[src/verilog/flash_host_pkg.sv]
// constants for the host-side controller of a two-bank parallel flash
// assumes a 20 MHz clock and an apb master on the software side
package flash_host_pkg;

   localparam int CLK_NS = 50;

   // pin timing, in nanoseconds
   localparam int T_WE_NS = 60;
   localparam int T_ACC_NS = 120;
   localparam int T_PD_PULSE_NS = 100;
   localparam int T_RESET_TO_OUTPUT_NS = 600;
   localparam int T_RESET_TO_WRITE_NS = 1000;
   localparam int T_POLL_SETTLE_NS = 500;

   // least times round up, never below one cycle
   function automatic logic [7:0] cycMin(input int ns);
      int c;
      c = (ns + CLK_NS - 1) / CLK_NS;
      if (c < 1) begin
         c = 1;
      end
      return c[7:0];
   endfunction

   localparam logic [7:0] WE_CYC = cycMin(T_WE_NS);
   localparam logic [7:0] PD_PULSE_CYC = cycMin(T_PD_PULSE_NS);
   localparam logic [7:0] SYNC_CYC = 8'h04;
   localparam logic [7:0] RD_CYC = cycMin(T_ACC_NS) + SYNC_CYC;
   localparam logic [7:0] RESET_TO_OUTPUT_CYC = cycMin(T_RESET_TO_OUTPUT_NS);
   localparam logic [7:0] RESET_TO_WRITE_CYC = cycMin(T_RESET_TO_WRITE_NS);
   localparam logic [7:0] POLL_CYC = cycMin(T_POLL_SETTLE_NS);

   // register byte offsets
   localparam logic [7:0] CTRL_OFS = 8'h00;
   localparam logic [7:0] ADDR_OFS = 8'h04;
   localparam logic [7:0] WDATA_OFS = 8'h08;
   localparam logic [7:0] RDATA_OFS = 8'h0c;
   localparam logic [7:0] STATUS_OFS = 8'h10;

   // control fields
   localparam int CTRL_GO = 0;
   localparam int CTRL_OP_LO = 1;
   localparam int CTRL_BANK = 3;
   localparam int CTRL_WIDE = 4;
   localparam int CTRL_LOCK_OVR = 5;

   // status fields
   localparam int STAT_BUSY = 0;
   localparam int STAT_READY = 1;
   localparam int STAT_PULSE = 2;
   localparam int STAT_WAKE = 3;

   localparam logic [1:0] OP_WRITE = 2'h0;
   localparam logic [1:0] OP_READ = 2'h1;
   localparam logic [1:0] OP_POLL = 2'h2;
   localparam logic [1:0] OP_RESET = 2'h3;

   localparam logic [15:0] DQ_RESET = 16'h0000;

   typedef enum {
      IDLE, PDOWN, WSETUP, WPULSE, WHOLD, RACCESS, RSAMPLE, POLL
   } state_e;

endpackage

[src/verilog/pin_sync.sv]
// three-flop synchroniser for pins from the flash
// a change is taken once the second and third flops agree
`timescale 1ns/1ps
module pin_sync #(
   parameter int WIDTH = 1,
   parameter logic [WIDTH-1:0] INIT = '0
) (
   // clock and reset
   input wire logic clk,
   input wire logic resetn,
   // pin side
   input wire logic [WIDTH-1:0] d,
   // clocked side
   output logic [WIDTH-1:0] q
);

   logic [WIDTH-1:0] s1_ff;
   logic [WIDTH-1:0] s2_ff;
   logic [WIDTH-1:0] s3_ff;
   logic [WIDTH-1:0] q_ff;

   always_ff @(posedge clk) begin
      if (!resetn) begin
         s1_ff <= INIT;
         s2_ff <= INIT;
         s3_ff <= INIT;
      end else begin
         s1_ff <= d;
         s2_ff <= s1_ff;
         s3_ff <= s2_ff;
      end
   end

   // glitch of one cycle never reaches q
   always_ff @(posedge clk) begin
      if (!resetn) begin
         q_ff <= INIT;
      end else if (s2_ff == s3_ff) begin
         q_ff <= s3_ff;
      end
   end

   assign q = q_ff;

endmodule

[src/verilog/flash_host_ctrl.sv]
// host controller driving a two-bank parallel flash through its pins
// software reaches it over apb; the flash is outside, on asynchronous pins
//
// The implementer's own choices: the address map and the APB interface to the registers.
`timescale 1ns/1ps
module flash_host_ctrl (
   // clock and reset
   input wire logic clk,
   input wire logic resetn,
   // apb slave
   input wire logic psel,
   input wire logic penable,
   input wire logic pwrite,
   input wire logic [7:0] paddr,
   input wire logic [31:0] pwdata,
   output logic [31:0] prdata,
   output logic pready,
   output logic pslverr,
   // flash address and data
   output logic [20:0] flashAddr,
   output logic [15:0] dqOut,
   output logic dqOeN,
   input wire logic [15:0] dqIn,
   // flash control
   output logic bank0_select_n,
   output logic bank1_low_select_n,
   output logic bank1_high_select_n,
   output logic weN,
   output logic oeN,
   output logic powerdown_reset_n,
   output logic byteN,
   output logic lockOverrideN,
   // open-drain status pin, read as high when released
   input wire logic status_output_pin
);

   ////////////////////////////////////////////////////////////////////////
   flash_host_pkg::state_e state_ff;
   flash_host_pkg::state_e nxt_state;
   logic [7:0] cnt_ff;
   logic [7:0] nxt_cnt;
   logic [7:0] wakeCnt_ff;
   logic [1:0] op_ff;
   logic bank_ff;
   logic wide_ff;
   logic lockOvr_ff;
   logic [20:0] addr_ff;
   logic [15:0] wdata_ff;
   logic [15:0] rdata_ff;
   logic [31:0] prdata_ff;
   logic pulseSeen_ff;
   logic statusPrev_ff;
   logic weN_ff;
   logic oeN_ff;
   logic dqOeN_ff;
   logic pdownN_ff;
   logic bankActive_ff;
   logic [15:0] dqSync;
   logic statusSync;
   logic readOk;
   logic writeOk;
   logic busy;
   logic apbWrite;
   logic apbSetup;
   logic mapped;
   logic go;
   logic statusFall;

   ////////////////////////////////////////////////////////////////////////
   pin_sync #(.WIDTH(16), .INIT(flash_host_pkg::DQ_RESET)) dqSyncInst (
      .clk(clk),
      .resetn(resetn),
      .d(dqIn),
      .q(dqSync)
   );

   pin_sync #(.WIDTH(1), .INIT(1'b1)) statusSyncInst (
      .clk(clk),
      .resetn(resetn),
      .d(status_output_pin),
      .q(statusSync)
   );

   ////////////////////////////////////////////////////////////////////////
   // apb: zero wait states, read data loaded in the setup cycle
   assign apbSetup = psel && !penable;
   assign apbWrite = psel && penable && pwrite;
   assign mapped = (paddr == flash_host_pkg::CTRL_OFS) || (paddr == flash_host_pkg::ADDR_OFS) ||
                   (paddr == flash_host_pkg::WDATA_OFS) || (paddr == flash_host_pkg::RDATA_OFS) ||
                   (paddr == flash_host_pkg::STATUS_OFS);
   assign pready = 1'b1;
   assign pslverr = psel && penable && !mapped;
   assign prdata = prdata_ff;
   assign busy = (state_ff != flash_host_pkg::IDLE);
   // a go while busy is dropped; software checks the busy bit first
   assign go = apbWrite && (paddr == flash_host_pkg::CTRL_OFS) && pwdata[flash_host_pkg::CTRL_GO] && !busy;

   always_ff @(posedge clk) begin
      if (!resetn) begin
         prdata_ff <= 32'h0000_0000;
      end else if (apbSetup && !pwrite) begin
         case (paddr)
            flash_host_pkg::CTRL_OFS: prdata_ff <= {26'h0, lockOvr_ff, wide_ff, bank_ff, op_ff, 1'b0};
            flash_host_pkg::ADDR_OFS: prdata_ff <= {11'h0, addr_ff};
            flash_host_pkg::WDATA_OFS: prdata_ff <= {16'h0, wdata_ff};
            flash_host_pkg::RDATA_OFS: prdata_ff <= {16'h0, rdata_ff};
            flash_host_pkg::STATUS_OFS: prdata_ff <= {28'h0, writeOk, pulseSeen_ff, statusSync, busy};
            default: prdata_ff <= 32'h0000_0000;
         endcase
      end
   end

   always_ff @(posedge clk) begin
      if (!resetn) begin
         op_ff <= flash_host_pkg::OP_WRITE;
         bank_ff <= 1'b0;
         wide_ff <= 1'b1;
         lockOvr_ff <= 1'b0;
         addr_ff <= 21'h00_0000;
         wdata_ff <= 16'h0000;
      end else if (apbWrite && !busy) begin
         case (paddr)
            flash_host_pkg::CTRL_OFS: begin
               op_ff <= pwdata[flash_host_pkg::CTRL_OP_LO +: 2];
               bank_ff <= pwdata[flash_host_pkg::CTRL_BANK];
               wide_ff <= pwdata[flash_host_pkg::CTRL_WIDE];
               lockOvr_ff <= pwdata[flash_host_pkg::CTRL_LOCK_OVR];
            end
            flash_host_pkg::ADDR_OFS: addr_ff <= pwdata[20:0];
            flash_host_pkg::WDATA_OFS: wdata_ff <= pwdata[15:0];
            default: ;
         endcase
      end
   end

   ////////////////////////////////////////////////////////////////////////
   // pulse mode capture
   // sticky, any low-going edge of the status pin held low two cycles or more; set wins over clear
   assign statusFall = statusPrev_ff && !statusSync;

   always_ff @(posedge clk) begin
      if (!resetn) begin
         statusPrev_ff <= 1'b1;
         pulseSeen_ff <= 1'b0;
      end else begin
         statusPrev_ff <= statusSync;
         if (statusFall) begin
            pulseSeen_ff <= 1'b1;
         end else if (apbWrite && (paddr == flash_host_pkg::STATUS_OFS) && pwdata[flash_host_pkg::STAT_PULSE]) begin
            pulseSeen_ff <= 1'b0;
         end
      end
   end

   ////////////////////////////////////////////////////////////////////////
   // wake timing
   // counts from reset pin release; reads and writes gated separately
   always_ff @(posedge clk) begin
      if (!resetn || !pdownN_ff) begin
         wakeCnt_ff <= 8'h00;
      end else if (wakeCnt_ff < flash_host_pkg::RESET_TO_WRITE_CYC) begin
         wakeCnt_ff <= wakeCnt_ff + 8'h01;
      end
   end

   assign readOk = wakeCnt_ff >= flash_host_pkg::RESET_TO_OUTPUT_CYC;
   assign writeOk = wakeCnt_ff >= flash_host_pkg::RESET_TO_WRITE_CYC;

   ////////////////////////////////////////////////////////////////////////
   // suspend allowed
   // write cycles go out whatever the status pin shows, so suspend works
   always_comb begin
      nxt_state = state_ff;
      nxt_cnt = cnt_ff;
      case (state_ff)
         flash_host_pkg::IDLE: begin
            nxt_cnt = 8'h00;
            if (go) begin
               case (pwdata[flash_host_pkg::CTRL_OP_LO +: 2])
                  flash_host_pkg::OP_WRITE: nxt_state = flash_host_pkg::WSETUP;
                  flash_host_pkg::OP_READ: nxt_state = flash_host_pkg::RACCESS;
                  flash_host_pkg::OP_POLL: nxt_state = flash_host_pkg::POLL;
                  default: nxt_state = flash_host_pkg::PDOWN;
               endcase
            end
         end
         flash_host_pkg::PDOWN: begin
            nxt_cnt = cnt_ff + 8'h01;
            if (cnt_ff == flash_host_pkg::PD_PULSE_CYC - 8'h01) begin
               nxt_state = flash_host_pkg::IDLE;
            end
         end
         flash_host_pkg::WSETUP: begin
            if (writeOk) begin
               nxt_state = flash_host_pkg::WPULSE;
            end
         end
         flash_host_pkg::WPULSE: begin
            nxt_cnt = cnt_ff + 8'h01;
            if (cnt_ff == flash_host_pkg::WE_CYC - 8'h01) begin
               nxt_state = flash_host_pkg::WHOLD;
            end
         end
         flash_host_pkg::WHOLD: nxt_state = flash_host_pkg::IDLE;
         flash_host_pkg::RACCESS: begin
            if (readOk) begin
               nxt_cnt = cnt_ff + 8'h01;
               if (cnt_ff == flash_host_pkg::RD_CYC - 8'h01) begin
                  nxt_state = flash_host_pkg::RSAMPLE;
               end
            end
         end
         flash_host_pkg::RSAMPLE: nxt_state = flash_host_pkg::IDLE;
         flash_host_pkg::POLL: begin
            // settle first, the pin may not have fallen yet after a command
            if (cnt_ff < flash_host_pkg::POLL_CYC) begin
               nxt_cnt = cnt_ff + 8'h01;
            end else if (statusSync) begin
               nxt_state = flash_host_pkg::IDLE;
            end
         end
         default: nxt_state = flash_host_pkg::IDLE;
      endcase
   end

   always_ff @(posedge clk) begin
      if (!resetn) begin
         state_ff <= flash_host_pkg::PDOWN;
         cnt_ff <= 8'h00;
      end else begin
         state_ff <= nxt_state;
         cnt_ff <= nxt_cnt;
      end
   end

   ////////////////////////////////////////////////////////////////////////
   // pin drivers, all registered from the next state
   always_ff @(posedge clk) begin
      if (!resetn) begin
         weN_ff <= 1'b1;
         oeN_ff <= 1'b1;
         dqOeN_ff <= 1'b1;
         pdownN_ff <= 1'b0;
         bankActive_ff <= 1'b0;
      end else begin
         // data held across write enable rise
         weN_ff <= nxt_state != flash_host_pkg::WPULSE;
         dqOeN_ff <= !(nxt_state == flash_host_pkg::WSETUP || nxt_state == flash_host_pkg::WPULSE ||
                       nxt_state == flash_host_pkg::WHOLD);
         oeN_ff <= !(nxt_state == flash_host_pkg::RACCESS || nxt_state == flash_host_pkg::RSAMPLE);
         pdownN_ff <= nxt_state != flash_host_pkg::PDOWN;
         bankActive_ff <= !(nxt_state == flash_host_pkg::IDLE || nxt_state == flash_host_pkg::PDOWN ||
                            nxt_state == flash_host_pkg::POLL);
      end
   end

   always_ff @(posedge clk) begin
      if (!resetn) begin
         rdata_ff <= 16'h0000;
      end else if (state_ff == flash_host_pkg::RSAMPLE) begin
         // sampled only after the output delay
         rdata_ff <= wide_ff ? dqSync : {8'h00, dqSync[7:0]};
      end
   end

   // legal bank selects
   // bank 0 pairs with the low line, bank 1 with the high line, never both
   assign bank0_select_n = !bankActive_ff;
   assign bank1_low_select_n = !(bankActive_ff && !bank_ff);
   assign bank1_high_select_n = !(bankActive_ff && bank_ff);
   assign weN = weN_ff;
   assign oeN = oeN_ff;
   assign dqOeN = dqOeN_ff;
   assign powerdown_reset_n = pdownN_ff;
   assign flashAddr = addr_ff;
   assign dqOut = wide_ff ? wdata_ff : {8'h00, wdata_ff[7:0]};
   assign byteN = wide_ff;
   // override pin only; lock bits change by command cycles
   assign lockOverrideN = !lockOvr_ff;
endmodule

[config.mk]
export PLATFORM = sky130hd
export DESIGN_NAME = flash_host_ctrl
export DESIGN_NICKNAME = d
export VERILOG_FILES = /design/src/verilog/flash_host_pkg.sv /design/src/verilog/pin_sync.sv /design/src/verilog/flash_host_ctrl.sv
export SDC_FILE = /design/constraint.sdc
export NUM_CORES = 1
export LEC_CHECK = 0
export BUFFER_PORTS_ARGS = -buffer_cell sky130_fd_sc_hd__buf_2
export CAP_MARGIN = 20
export CORE_MARGIN = 2
export CORE_UTILIZATION = 55
export DETAILED_ROUTE_END_ITERATION = 12
export GPL_ROUTABILITY_DRIVEN = 0
export GPL_TIMING_DRIVEN = 1
export MAX_ROUTING_LAYER = met4
export PLACE_DENSITY = 0.89
export SLEW_MARGIN = 20
export SYNTH_ARGS = -nofsm -noshare
export SYNTH_HDL_FRONTEND = slang
export SYNTH_SLANG_ARGS = --single-unit
[constraint.sdc]
create_clock -name clk -period 2.3 [get_ports clk]
set_input_delay 0.115 -clock clk [delete_from_list [all_inputs] [get_ports clk]]
set_output_delay 0.115 -clock clk [all_outputs]
set_load 0.005 [all_outputs]
Word level (Yosys, flattened, before mapping)
Index checks and enable logic that the tools add are counted.
{ "op_classes": {"order_cmp": 4, "mux": 18, "n_reduce_logical": 51, "addsub": 2, "eq_ne": 27} }
{ "op_table": {"columns": ["cell", "count"], "rows": [
  ["two-way mux 32 bit", 8],
  ["case mux 32 bit (6 select lines)", 1],
  ["== test 32 x 4 -> 1 bit (second input constant)", 5],
  ["== test 32 x 3 -> 1 bit (second input constant)", 4],
  ["case mux 21 bit (5 select lines)", 1],
  ["== test 32 x 2 -> 1 bit (second input constant)", 3],
  ["logical NOT 32 bit", 2],
  ["== test 32 x 1 -> 1 bit (second input constant)", 1],
  ["two-way mux 16 bit", 2],
  ["!= test 32 x 2 -> 1 bit (second input constant)", 1],
  ["!= test 32 x 3 -> 1 bit (second input constant)", 1],
  ["case mux 8 bit (4 select lines)", 1],
  ["nonzero test 32 bit", 1],
  ["adder 8 x 1 -> 8 bit (second input constant)", 2],
  ["== test 16 bit", 1],
  ["== test 8 x 3 -> 1 bit (second input constant)", 2],
  ["== test 8 x 4 -> 1 bit (second input constant)", 2],
  ["two-way mux 8 bit", 2],
  ["logical NOT 1 bit", 15],
  ["logical AND 1 bit", 14],
  ["logical OR 1 bit", 10],
  ["case mux 3 bit (3 select lines)", 1],
  ["== test 8 x 1 -> 1 bit (second input constant)", 1],
  ["== test 8 x 5 -> 1 bit (second input constant)", 1],
  ["other kinds (16)", 20]
]} }
{ "totals": {"input_bits": 62, "elab_cells": 128, "output_inout_bits": 80, "ff_bits": 213} }

Logic depth before layout (Yosys ltp)
Gate-level depths: netlist of run 1.
{ "logic_depth": {"word_depth": 11, "ltp_mapped": 9, "mapped_depth_nobuf": 8} }

Modules after synthesis
A second synthesis of run 1 with hierarchy kept.
{ "unflattened": {"hier_cells": 810, "area_unflattened_um2": 7664.9} }
{ "modules_own_cells": {"columns": ["module", "area_each_um2", "seq_area_each_um2", "instances", "cells_per_inst"], "rows": [
  ["flash_host_ctrl", 5459.0, 2682.6, 1, 609],
  ["pin_sync (dqSyncInst)", 2093.3, 1281.2, 1, 191],
  ["pin_sync (statusSyncInst)", 112.6, 80.1, 1, 10]
]} }

Least setup slack after synthesis of run 1
Ideal clock, no wire load.
{ "synth_path": {"path_type": "flip-flop to flip-flop", "start": "register cnt_ff[4]", "end": "register weN_ff (netlist: weN)", "setup_time_ps": 135, "required_time_ps": 2165, "arrival_ps": 1891, "n_path_buf": 0, "slack_ps": 274, "path_stages_with_launch": 7, "synth_period_minus_slack_ps": 2026, "path_cell_list": "dfxtp_1 or4_1 a211oi_2 a41oi_1 a21oi_2 nor2_2 or4_4"} }
{ "synth_via": {"elab_chain_cells": 5, "word_cells_on_any_way": 10, "cone_classes": "order compare (1); eq/ne (3); mux (6)"} }
{ "synth_rtl": {"columns": ["element", "line_no", "rtl"], "rows": [
  ["start, declared", "flash_host_ctrl.sv:40", "logic [7:0] cnt_ff;"],
  ["start signal, assigned", "flash_host_ctrl.sv:232", "cnt_ff <= nxt_cnt;"],
  ["parallel branches: the longest is 3 deep, another holds < comparator 8 x 4 -> 1 bit", null, null],
  ["case mux 32 bit (6 select lines) *", "flash_host_ctrl.sv:175", "case (state_ff)"],
  ["!= test 32 x 3 -> 1 bit *", "flash_host_ctrl.sv:247", "weN_ff <= nxt_state != flash_host_pkg::WPULSE;"],
  ["end signal, assigned", "flash_host_ctrl.sv:247", null],
  ["end, declared", "flash_host_ctrl.sv:53", "logic weN_ff;"]
]} }
Mark *: on every way between the ends.
A chain may end at the register's enable or synchronous reset.

Worst setup path after layout of run 1
{ "layout_path": {"start": "register cnt_ff[7]", "end": "register weN_ff (netlist: weN)"} }
Same word-level chain as after synthesis.

==> flow_metrics.py, run 1 <==
metrics = {
    "synthesis": {
        "ys_async_sr_fraction_pct": 0,
        "synth-simple-area-share_pct": 22.21,
        "synth_xor_area_share_pct": 2.898,
        "yosysTopAreaCell": "dfxtp_1",
        "synth.ff_latch_count": 202,
        "ys_types": 61,
        "synth_warnings": 0,
        "syn_area_sq_mm": 0.007556,
        "synth.most_common_cell": "dfxtp_1",
        "synth_top_cell_area_share_pct": 53.52,
        "synth-adder-area-share_pct": 1.325,
        "synth_edf_count": 0,
        "synth_top_family_by_area": "simple AND/OR/NAND/NOR gates",
        "synthTopCellsByArea": "dfxtp_1 (54%), nand2_1 (5.7%), and2_1 (5.0%)",
        "syn_inst": 798,
        "ys_seq_area_share_pct": 53.52,
        "syn_avg_cell_area_sq_um": 9.469,
        "synth-main-ff-cell": "dfxtp_1",
        "synthMuxAreaShare_pct": 5.763,
        "synth_compound_area_share_pct": 9.290,
        "synth_common_cells": "dfxtp_1 (202), nand2_1 (115), nor2_1 (76)",
    },
    "layout": {
        "layout.cells.non_filler": 1164,
        "area_delta_synth_final_pct": 25.27,
        "final_cell_area_sq_mm": 0.009465,
        "nFillCells": 917,
        "diodes": 0,
        "final_nets": 1046,
        "drive_gt1_share_pct": 20.24,
        "post-route-util_pct": 70.91,
    },
    "run": {
        "max_cap_violations": 0,
    },
    "clock_tree": {
        "cts.path.max_buffers": 3,
        "numCtsBuffers": 20,
        "clk_latency_ns": 0.49,
        "h-tree-depth": 1,
        "clock-sinks": 202,
        "root_buffer": "clkbuf_16",
        "clk_pin_slew_ns": 0.06,
        "cts_tree": "done",
    },
    "sta": {
        "fin_hold_ws_ns": 0.07518,
        "slew_headroom_pct": 49.21,
        "fin_ws_ns": 0.03891,
        "worst_pin_slew_ns": 0.7599,
        "final_max_slew_viol_count": 0,
        "hold_violations": 0,
        "fin_tns_setup_ns": 0,
        "fin_crit_sh_pct": 98.31,
        "post-route-min-period_ns": 2.261,
        "finClkSkew_ns": 0.01208,
        "fmax_ghz": 0.4423,
        "finalSetupViolCount": 0,
    },
    "critical_path": {
        "rr_worst_depth": 6,
        "r2r-end": "weN",
        "critPathRequiredTime_ns": 2.66,
        "rr_startpoint": "cnt_ff[7]",
        "cp_data_arrival_time_ns": 2.62,
        "worstSetupEndpointType": "flop",
        "rrSetupSlack_ns": 0.04,
        "start_kind": "flop",
        "path_class": "flop to flop",
        "crit_fanout": 4,
    },
    "route": {
        "drt-wirelength-per-cell_microns": 15.63,
        "first_pass_iters": 7,
        "first_iter_violations": 667,
        "post-route-drc-count": 0,
        "wl_microns": 18190,
        "via_per_inst": 5.450,
        "antenna_left": 0,
        "vias": 6344,
    },
    "floorplanning": {
        "die_x_microns": 121.2,
        "fp.coreArea_sq_mm": 0.01335,
        "rows": 42,
        "die_area_sq_mm": 0.01469,
        "fp.dieH_microns": 121.2,
        "initial_utilization_pct": 56.61,
        "ios": 142,
    },
    "pwr": {
        "peakVddDrop_mv": 0.5258,
        "power_mw": 7.266,
        "power_density_mw_per_mm2": 767.6,
        "p_leak_nw": 4.100,
    },
    "grt": {
        "grt_max_degree": 59,
        "overflow": 0,
        "grt_usage_pct": 25.02,
        "grt_pass1_vias": 6047,
        "grt_pass1_wl_microns": 29010,
        "antenna_found_initial": 0,
    },
    "run_status": {
        "status": "complete, no violations",
    },
    "placement": {
        "dp_cells": 1089,
        "dpl.hpwl_microns": 11220,
        "placed_area_sq_mm": 0.008367,
        "port_buffers": 118,
        "dp_slack_ns": 0.1487,
    },
    "hold_path": {
        "worst_hold_startpoint": "resetn",
        "hold_depth": 3,
        "whs_endpoint": "statusPrev_ff",
        "hp-class": "input port to flop",
    },
}
## routing by layer
layer / vias to the layer above / share of wire (%) / global-route usage [%]
met5: - / 0 / -
met4: 0 / 3.9 / 10.99
met3: 81 / 8.6 / 4.699
met2: 373 / 48 / 41.50
met1: 2898 / 40 / 29.78
li1: 2992 / - / -
## layout by cell type (no fill, tap or decap), drive strengths merged, types with 9 or more instances in the layout
| cell | synthesis | routed |
|---|---|---|
| dfxtp | 202 | 202 |
| buf | 34 | 141 |
| nand2 | 115 | 115 |
| nor2 | 78 | 78 |
| a21oi | 64 | 64 |
| and2 | 60 | 60 |
| conb | 2 | 41 |
| dlygate4sd3 | 0 | 39 |
| mux2i | 30 | 30 |
| clkbuf | 29 | 25 |
| xor2 | 23 | 23 |
| nand3 | 20 | 20 |
| nor4 | 16 | 16 |
| a221oi | 13 | 13 |
| and3 | 12 | 12 |
| inv | 10 | 11 |
| o21ai | 9 | 9 |
## worst max-delay path: stages (launching register included)
cell	delay, ns
dfxtp_1	0.35
or4_4	0.55
a211oi_2	0.28
a41oi_2	0.18
a21oi_2	0.20
nor2_2	0.09
or4_4	0.48
## sequential cells by signal, indices dropped and copies added, names as in the netlist, 2 cells and up
signal,cells
state_ff,32
flashAddr,21
prdata,21
dqSyncInst.q,16
dqSyncInst.s1_ff,16
dqSyncInst.s2_ff,16
dqSyncInst.s3_ff,16
rdata_ff,16
wdata_ff,16
cnt_ff,8
wakeCnt_ff,8
op_ff,2
## repair_timing
item | in CTS | in global routing
hold endpoints to repair | 58 | 0
setup endpoints to repair | 0 | 1
buffers inserted | 0 | 2
gates resized for setup | 0 | 3
hold buffers | 39 | 0
## final cells by class
| cell class | instances | area [sq um] | share of cell area [%] |
|---|---|---|---|
| multi-input cells | 561 | 3299 | 34.86 |
| well taps | 176 | 220.2 | 2.327 |
| clock inverters | 9 | 120.1 | 1.269 |
| repair buffers | 180 | 1179 | 12.45 |
| inverters | 11 | 41.29 | 0.4362 |
| clock buffers | 25 | 560.5 | 5.922 |
| flip-flops and latches | 202 | 4045 | 42.74 |
## worst max path at each step
stage	startpoint	end	slack (ns)	cells after the start
3_5_place_dp	cnt_ff[4]	weN	0.15	6
3_3_place_gp	cnt_ff[4]	weN	0.18	6
2_1_floorplan	cnt_ff[4]	weN	0.27	6
5_1_grt	cnt_ff[7]	weN	-0.03	6
4_1_cts	cnt_ff[4]	weN	0.06	6
6_report	cnt_ff[7]	weN	0.04	6
## kinds of logic (layout without fill, tap and decap cells)
family,count (synthesis),count (layout)
multiplexers,37,37
AND/OR/NAND/NOR,337,337
adder cells (fa/ha/maj),8,8
flip-flops,202,202
XOR/XNOR,25,25
AO/OA/AOI/OAI,113,113
buffers and inverters,74,225
other,2,41
## where the power goes
part,total [mW],switching [mW],internal (mW)
clock,3.35,1.29,2.06
sequential,3.61,0.0345,3.57
combinational,0.313,0.161,0.152
total,7.27,1.49,5.78
Note: power is estimated with default switching activity, not from simulation.
==> inputs of run 2 (changes only) <==
Settings changed: PLACE_DENSITY 0.89 to 0.79.
==> run 2 against run 1 <==
Effect of this change: critical path depth unchanged; first-iteration DRC count shrank 28%; flip-flop and latch count did not move; count of clock-buffer cells in the layout fell by 1; cell count grew 0.26%; core utilization up 0.75 points; clock power rose by 11%; via count decreased by 5.2%; worst setup slack improved by 0.11 ns; die area did not move; critical path type unchanged; critical endpoint unchanged; largest cell class unchanged; largest power group is now clock; highest routed layer unchanged.
==> flow_metrics.py, run 2 (same netlist as run 1, synthesis figures left out) <==
metrics = {
    "layout": {
        "diodes": 0,
        "largest_register": "state_ff",
        "final_nets": 1047,
        "largest_register_ffs": 32,
        "drive_gt1_share_pct": 20.28,
        "layout.cells.most_common_list": "dfxtp_1 (202), buf_2 (118), nand2_1 (115), nor2_1 (76), a21oi_1 (63)",
        "register_area_sq_mm": 0.004044,
        "area_delta_synth_final_pct": 26.59,
        "nFillCells": 984,
        "layout.cells.non_filler": 1167,
        "multi_input_area_sq_mm": 0.003288,
        "final_common_cell": "dfxtp_1",
    },
    "clock_tree": {
        "clk_pin_slew_ns": 0.06,
        "numCtsBuffers": 21,
        "clock-sinks": 202,
        "cts_tree": "done",
        "root_buffer": "clkbuf_16",
        "cts.path.max_buffers": 3,
        "clk_latency_ns": 0.48,
        "post_cts_buffers": 0,
        "h-tree-depth": 1,
    },
    "hold_path": {
        "hold_depth": 4,
        "whs_endpoint": "prdata[2]",
        "hp-class": "input port to flop",
        "worst_hold_startpoint": "psel",
    },
    "placement": {
        "dp_cells": 1090,
        "dp_slack_ns": 0.1543,
        "port_buffers": 118,
        "dpl.hpwl_microns": 10870,
    },
    "sta": {
        "hold_violations": 0,
        "fin_crit_sh_pct": 93.49,
        "finalSetupViolCount": 0,
        "final_max_slew_viol_count": 0,
        "fin_ws_ns": 0.1496,
        "fin_tns_setup_ns": 0,
        "fmax_ghz": 0.4650,
        "post-route-min-period_ns": 2.150,
        "worst_pin_slew_ns": 0.7710,
        "finClkSkew_ns": 0.02236,
        "rsz0062_at_grt": "no",
        "slew_headroom_pct": 48.47,
    },
    "grt": {
        "grt_pass1_vias": 5570,
        "grt_pass1_wl_microns": 26840,
        "grt_usage_pct": 22.92,
        "antenna_found_initial": 0,
        "overflow": 0,
        "grt_max_degree": 44,
    },
    "pwr": {
        "power_density_mw_per_mm2": 797.2,
        "power_mw": 7.626,
        "combPwrFrac_pct": 4.2,
        "p_sw_mw": 1.553,
        "p_int_mw": 6.073,
        "p_sw_share_pct": 20.37,
        "clock_power_share_pct": 48.6,
        "peakVddDrop_mv": 0.6029,
        "sequentialPowerShare_pct": 47.2,
        "p_leak_nw": 4.142,
    },
    "route": {
        "first_iter_violations": 478,
        "via_per_inst": 5.153,
        "wl_microns": 16690,
        "vias": 6014,
        "drt-wirelength-per-cell_microns": 14.30,
        "first_pass_iters": 5,
        "antenna_left": 0,
        "post-route-drc-count": 0,
    },
    "critical_path": {
        "worstSetupEndpointType": "flop",
        "path_class": "flop to flop",
        "rrSetupSlack_ns": 0.15,
        "start_kind": "flop",
        "critPathRequiredTime_ns": 2.64,
        "rr_startpoint": "cnt_ff[4]",
        "rr_worst_depth": 6,
        "crit_fanout": 6,
        "r2r-end": "weN",
        "cp_data_arrival_time_ns": 2.50,
    },
    "floorplanning": {
        "rows": 42,
        "die_area_sq_mm": 0.01469,
        "ios": 142,
        "fp.coreArea_sq_mm": 0.01335,
        "die_x_microns": 121.2,
        "fp.dieH_microns": 121.2,
        "initial_utilization_pct": 56.61,
    },
    "run": {
        "max_cap_violations": 0,
    },
    "run_status": {
        "status": "complete, no violations",
    },
}
## run 2: cell types whose count changed in the layout (fill, tap and decap cells not counted), moves of 2 or more
cell	before	now
clkinv_2	6	4
bufinv_16	3	5
clkbuf_1	2	0
buf_4	21	19
## run 2: area by class of cell
cell class                      instances  share of cell area [%]
Tap cell                              176                   2.302
Sequential cell                       202                   42.28
Multi-Input combinational cell        561                   34.38
Inverter                               11                  0.4317
Clock inverter                         13                   2.211
Timing Repair Buffer                  180                   12.48
Clock buffer                           24                   5.925
## run 2: metal layers
metal  vias up  wire [microns]  global-route usage, %
met3        35            1099                  3.618
met1      2748            7561                  29.40
met5         -               0                      -
met2       230            7665                  37.82
li1       3001               -                      -
met4         0             363                  6.537
## run 2: worst max path at each step
stage	cells after the start	slack, ns	endpoint	startpoint
2_1_floorplan	6	0.27	weN	cnt_ff[4]
6_report	6	0.15	weN	cnt_ff[4]
3_5_place_dp	6	0.15	weN	cnt_ff[4]
4_1_cts	6	0.15	weN	cnt_ff[4]
5_1_grt	6	0.02	bank_ff	state_ff[12]
3_3_place_gp	6	0.18	weN	cnt_ff[4]
## run 2: timing repair
| item | in CTS | in global routing |
|---|---|---|
| hold buffers | 40 | 0 |
| endpoints found under the setup margin | 0 | 0 |
| resized for setup | 0 | 0 |
| endpoints found under the hold margin | 62 | 0 |
## run 2: power by group through the flow
stage	Sequential, mW	Clock (mW)	Combinational [mW]
after floorplan	3.67	0	0.174
after global placement	3.68	0	0.258
after detailed placement	3.68	0	0.259
after CTS	3.60	3.76	0.312
after global routing	3.61	3.93	0.349
final	3.60	3.71	0.318
## run 2: metrics by stage
step	instance area [sq um]	util, %	hold WS [ns]
floorplan	7702	-	0.2165
CTS	9565	71.66	0.1792
detailed placement	8387	62.83	0.3013
global placement	8387	62.83	0.2962
finish	9565	71.66	0.2049
global route	9565	71.66	0.2196
## run 2: critical path, stage by stage (launching register included)
cell and delay, ns:
dfxtp_1 0.36, or4_1 0.54, a211oi_2 0.19, a41oi_1 0.18, a21oi_2 0.19, nor2_2 0.08
or4_4 0.48
==> inputs of run 3 (changes only) <==
Settings changed: ABC_AREA set to 1.
==> run 3 against run 2 <==
Effect of this change: via count up 13%; sequential share of layout area down 0.50 points; die area up 4.1%; design area up 1.2%; worst setup slack better by 0.14 ns; register-to-register slack better by 0.14 ns; synthesized cell count up 29%; critical endpoint is now flashAddr[20]; highest routed layer unchanged.
==> flow_metrics.py, run 3 <==
metrics = {
    "run_status": {
        "status": "complete, no violations",
    },
    "route": {
        "wl_microns": 17970,
        "post-route-drc-count": 0,
        "first_iter_violations": 720,
        "via_per_inst": 4.901,
        "drt-wirelength-per-cell_microns": 12.92,
        "first_pass_iters": 6,
        "vias": 6817,
        "antenna_left": 0,
    },
    "sta": {
        "fmax_ghz": 0.4969,
        "fin_crit_sh_pct": 87.49,
        "finClkSkew_ns": 0.01251,
        "final_max_slew_viol_count": 0,
        "rsz0062_at_grt": "no",
        "fin_hold_ws_ns": 0.09274,
        "post-route-min-period_ns": 2.012,
        "worst_pin_slew_ns": 0.7517,
        "hold_violations": 0,
        "slew_headroom_pct": 49.83,
        "fin_tns_setup_ns": 0,
        "finalSetupViolCount": 0,
    },
    "synthesis": {
        "synthTopCellsByArea": "dfxtp_1 (51%), nand2_1 (8.3%), inv_1 (7.9%)",
        "synth_warnings": 0,
        "ys_seq_area_share_pct": 51.36,
        "ys_types": 36,
        "syn_inst": 1027,
        "synth.most_common_cell": "dfxtp_1",
        "synth.ff_latch_count": 202,
        "synth_top_cell_area_share_pct": 51.36,
        "synth-main-ff-cell": "dfxtp_1",
        "yosysTopAreaCell": "dfxtp_1",
        "ys_async_sr_fraction_pct": 0,
        "synth_edf_count": 0,
        "synth_common_cells": "dfxtp_1 (202), nand2_1 (174), inv_1 (165)",
        "syn_area_sq_mm": 0.007874,
        "syn_avg_cell_area_sq_um": 7.667,
    },
    "floorplanning": {
        "fp.dieH_microns": 123.7,
        "rows": 43,
        "initial_utilization_pct": 56.51,
        "die_x_microns": 123.7,
        "die_area_sq_mm": 0.01529,
        "ios": 142,
        "fp.coreArea_sq_mm": 0.01393,
    },
    "critical_path": {
        "rrSetupSlack_ns": 0.29,
        "critPathRequiredTime_ns": 2.66,
        "start_kind": "flop",
        "cp_data_arrival_time_ns": 2.38,
        "worstSetupEndpointType": "flop",
        "rr_startpoint": "state_ff[6]",
        "path_class": "flop to flop",
        "rr_worst_depth": 10,
        "crit_fanout": 42,
        "r2r-end": "flashAddr[20]",
    },
    "grt": {
        "antenna_found_initial": 1,
        "overflow": 0,
        "grt_usage_pct": 23.95,
        "grt_pass1_wl_microns": 28570,
        "grt_pass1_vias": 6182,
        "grt_max_degree": 126,
    },
    "pwr": {
        "p_leak_nw": 4.502,
        "power_density_mw_per_mm2": 759.0,
        "peakVddDrop_mv": 0.5432,
    },
    "layout": {
        "final_nets": 1267,
        "area_delta_synth_final_pct": 22.93,
        "nFillCells": 1102,
        "largest_register": "state_ff",
        "final_common_cell": "dfxtp_1",
        "layout.cells.most_common_list": "dfxtp_1 (202), nand2_1 (174), inv_1 (165), nor2_1 (117), buf_2 (117)",
        "largest_register_ffs": 32,
        "drive_gt1_share_pct": 14.88,
    },
    "hold_path": {
        "hp-class": "input port to flop",
        "hold_depth": 3,
        "worst_hold_startpoint": "resetn",
        "whs_endpoint": "dqOeN",
    },
    "clock_tree": {
        "clk_latency_ns": 0.50,
        "cts.path.max_buffers": 3,
        "post_cts_buffers": 0,
        "clk_pin_slew_ns": 0.06,
        "clock-sinks": 202,
        "cts_tree": "done",
        "root_buffer": "clkbuf_16",
        "h-tree-depth": 1,
        "numCtsBuffers": 20,
    },
    "run": {
        "max_cap_violations": 0,
    },
    "placement": {
        "port_buffers": 118,
        "dpl.hpwl_microns": 11500,
    },
}
## run 3: changes by cell type after synthesis, moves of 10 or more
cell | before | now
inv_1 | 9 | 165
mux2i_1 | 30 | 0
nand2_1 | 115 | 174
a21oi_1 | 63 | 90
nor4_1 | 12 | 0
o21ai_0 | 8 | 73
xnor2_1 | 2 | 13
xor2_1 | 23 | 5
nor2_1 | 76 | 117
a221oi_1 | 13 | 1
o21ai_1 | 1 | 19
and2_1 | 60 | 0
o22ai_1 | 0 | 14
and3_1 | 11 | 1
## run 3: layout make-up
| type | count | area [sq um] | area share (%) |
|---|---|---|---|
| sequential | 202 | 4044 | 41.78 |
| multi-input combinational | 635 | 3000 | 31.00 |
| timing repair buffer | 167 | 1069 | 11.04 |
| inverter | 171 | 641.9 | 6.631 |
| clock buffer | 27 | 598.1 | 6.179 |
| tap | 180 | 225.2 | 2.327 |
| clock inverter | 8 | 98.84 | 1.021 |
| antenna | 1 | 2.502 | 0.02585 |
## run 3: timing repair
item,in CTS,in global routing
gates resized for setup,0,0
endpoints found under the hold margin,57,0
hold buffers,38,0
## run 3: through the flow
stage / area [sq um] / power [mW] / cells / utilization, % / setup WS, ns
final: 9679 / 7.347 / 1391 / 69.46 / 0.2877
after global routing: 9679 / 7.615 / 1391 / 69.46 / 0.1028
after CTS: 9677 / 7.390 / 1390 / 69.44 / 0.3044
after detailed placement: 8600 / 3.982 / 1317 / 61.71 / 0.3708
after global placement: 8600 / 3.973 / 1317 / 61.71 / 0.3898
after floorplan: 8020 / 3.891 / 1066 / - / 0.6556
## run 3: how the worst max path moves through the flow
stage	start	to	slack (ns)	cells after the start
global route	cnt_ff[5]	powerdown_reset_n	0.10	10
detailed placement	state_ff[6]	flashAddr[14]	0.37	10
finish	state_ff[6]	flashAddr[20]	0.29	10
global placement	paddr[7]	bankActive_ff	0.39	12
floorplan	cnt_ff[0]	powerdown_reset_n	0.66	12
CTS	state_ff[6]	flashAddr[20]	0.30	10
## run 3: where the power goes
part	internal (mW)	switching [mW]
registers	3.59	0.0368
clock network	2.05	1.33
logic	0.152	0.188
## run 3: kinds of logic (layout without fill, tap and decap cells)
family          after synthesis  count (layout)  synth area share (%)
compound gates              212             212                 14.24
simple gates                356             356                 18.64
xor+xnor                     18              18                 2.002
fa+ha+maj                     8               8                 1.271
other cells                   2              42               0.09538
buf+inv                     229             373                 12.39
flops                       202             202                 51.36
## run 3: critical path, cell delays in order (launching register included)
cell	delay [ns]
dfxtp_1	0.30
nor2_1	0.12
nand2_1	0.13
nor2_1	0.15
nand2_2	0.08
nor2_4	0.22
nand2_1	0.10
or2_1	0.21
buf_4	0.27
o21ai_0	0.24
a21oi_1	0.06
## run 3: layer usage
| metal | track usage, % | vias to the layer above | share of wire [%] |
|---|---|---|---|
| li1 | - | 3506 | - |
| met1 | 28.88 | 2999 | 43 |
| met2 | 40.56 | 278 | 47 |
| met3 | 4.441 | 34 | 7.8 |
| met4 | 7.884 | 0 | 2.1 |
| met5 | - | - | 0 |
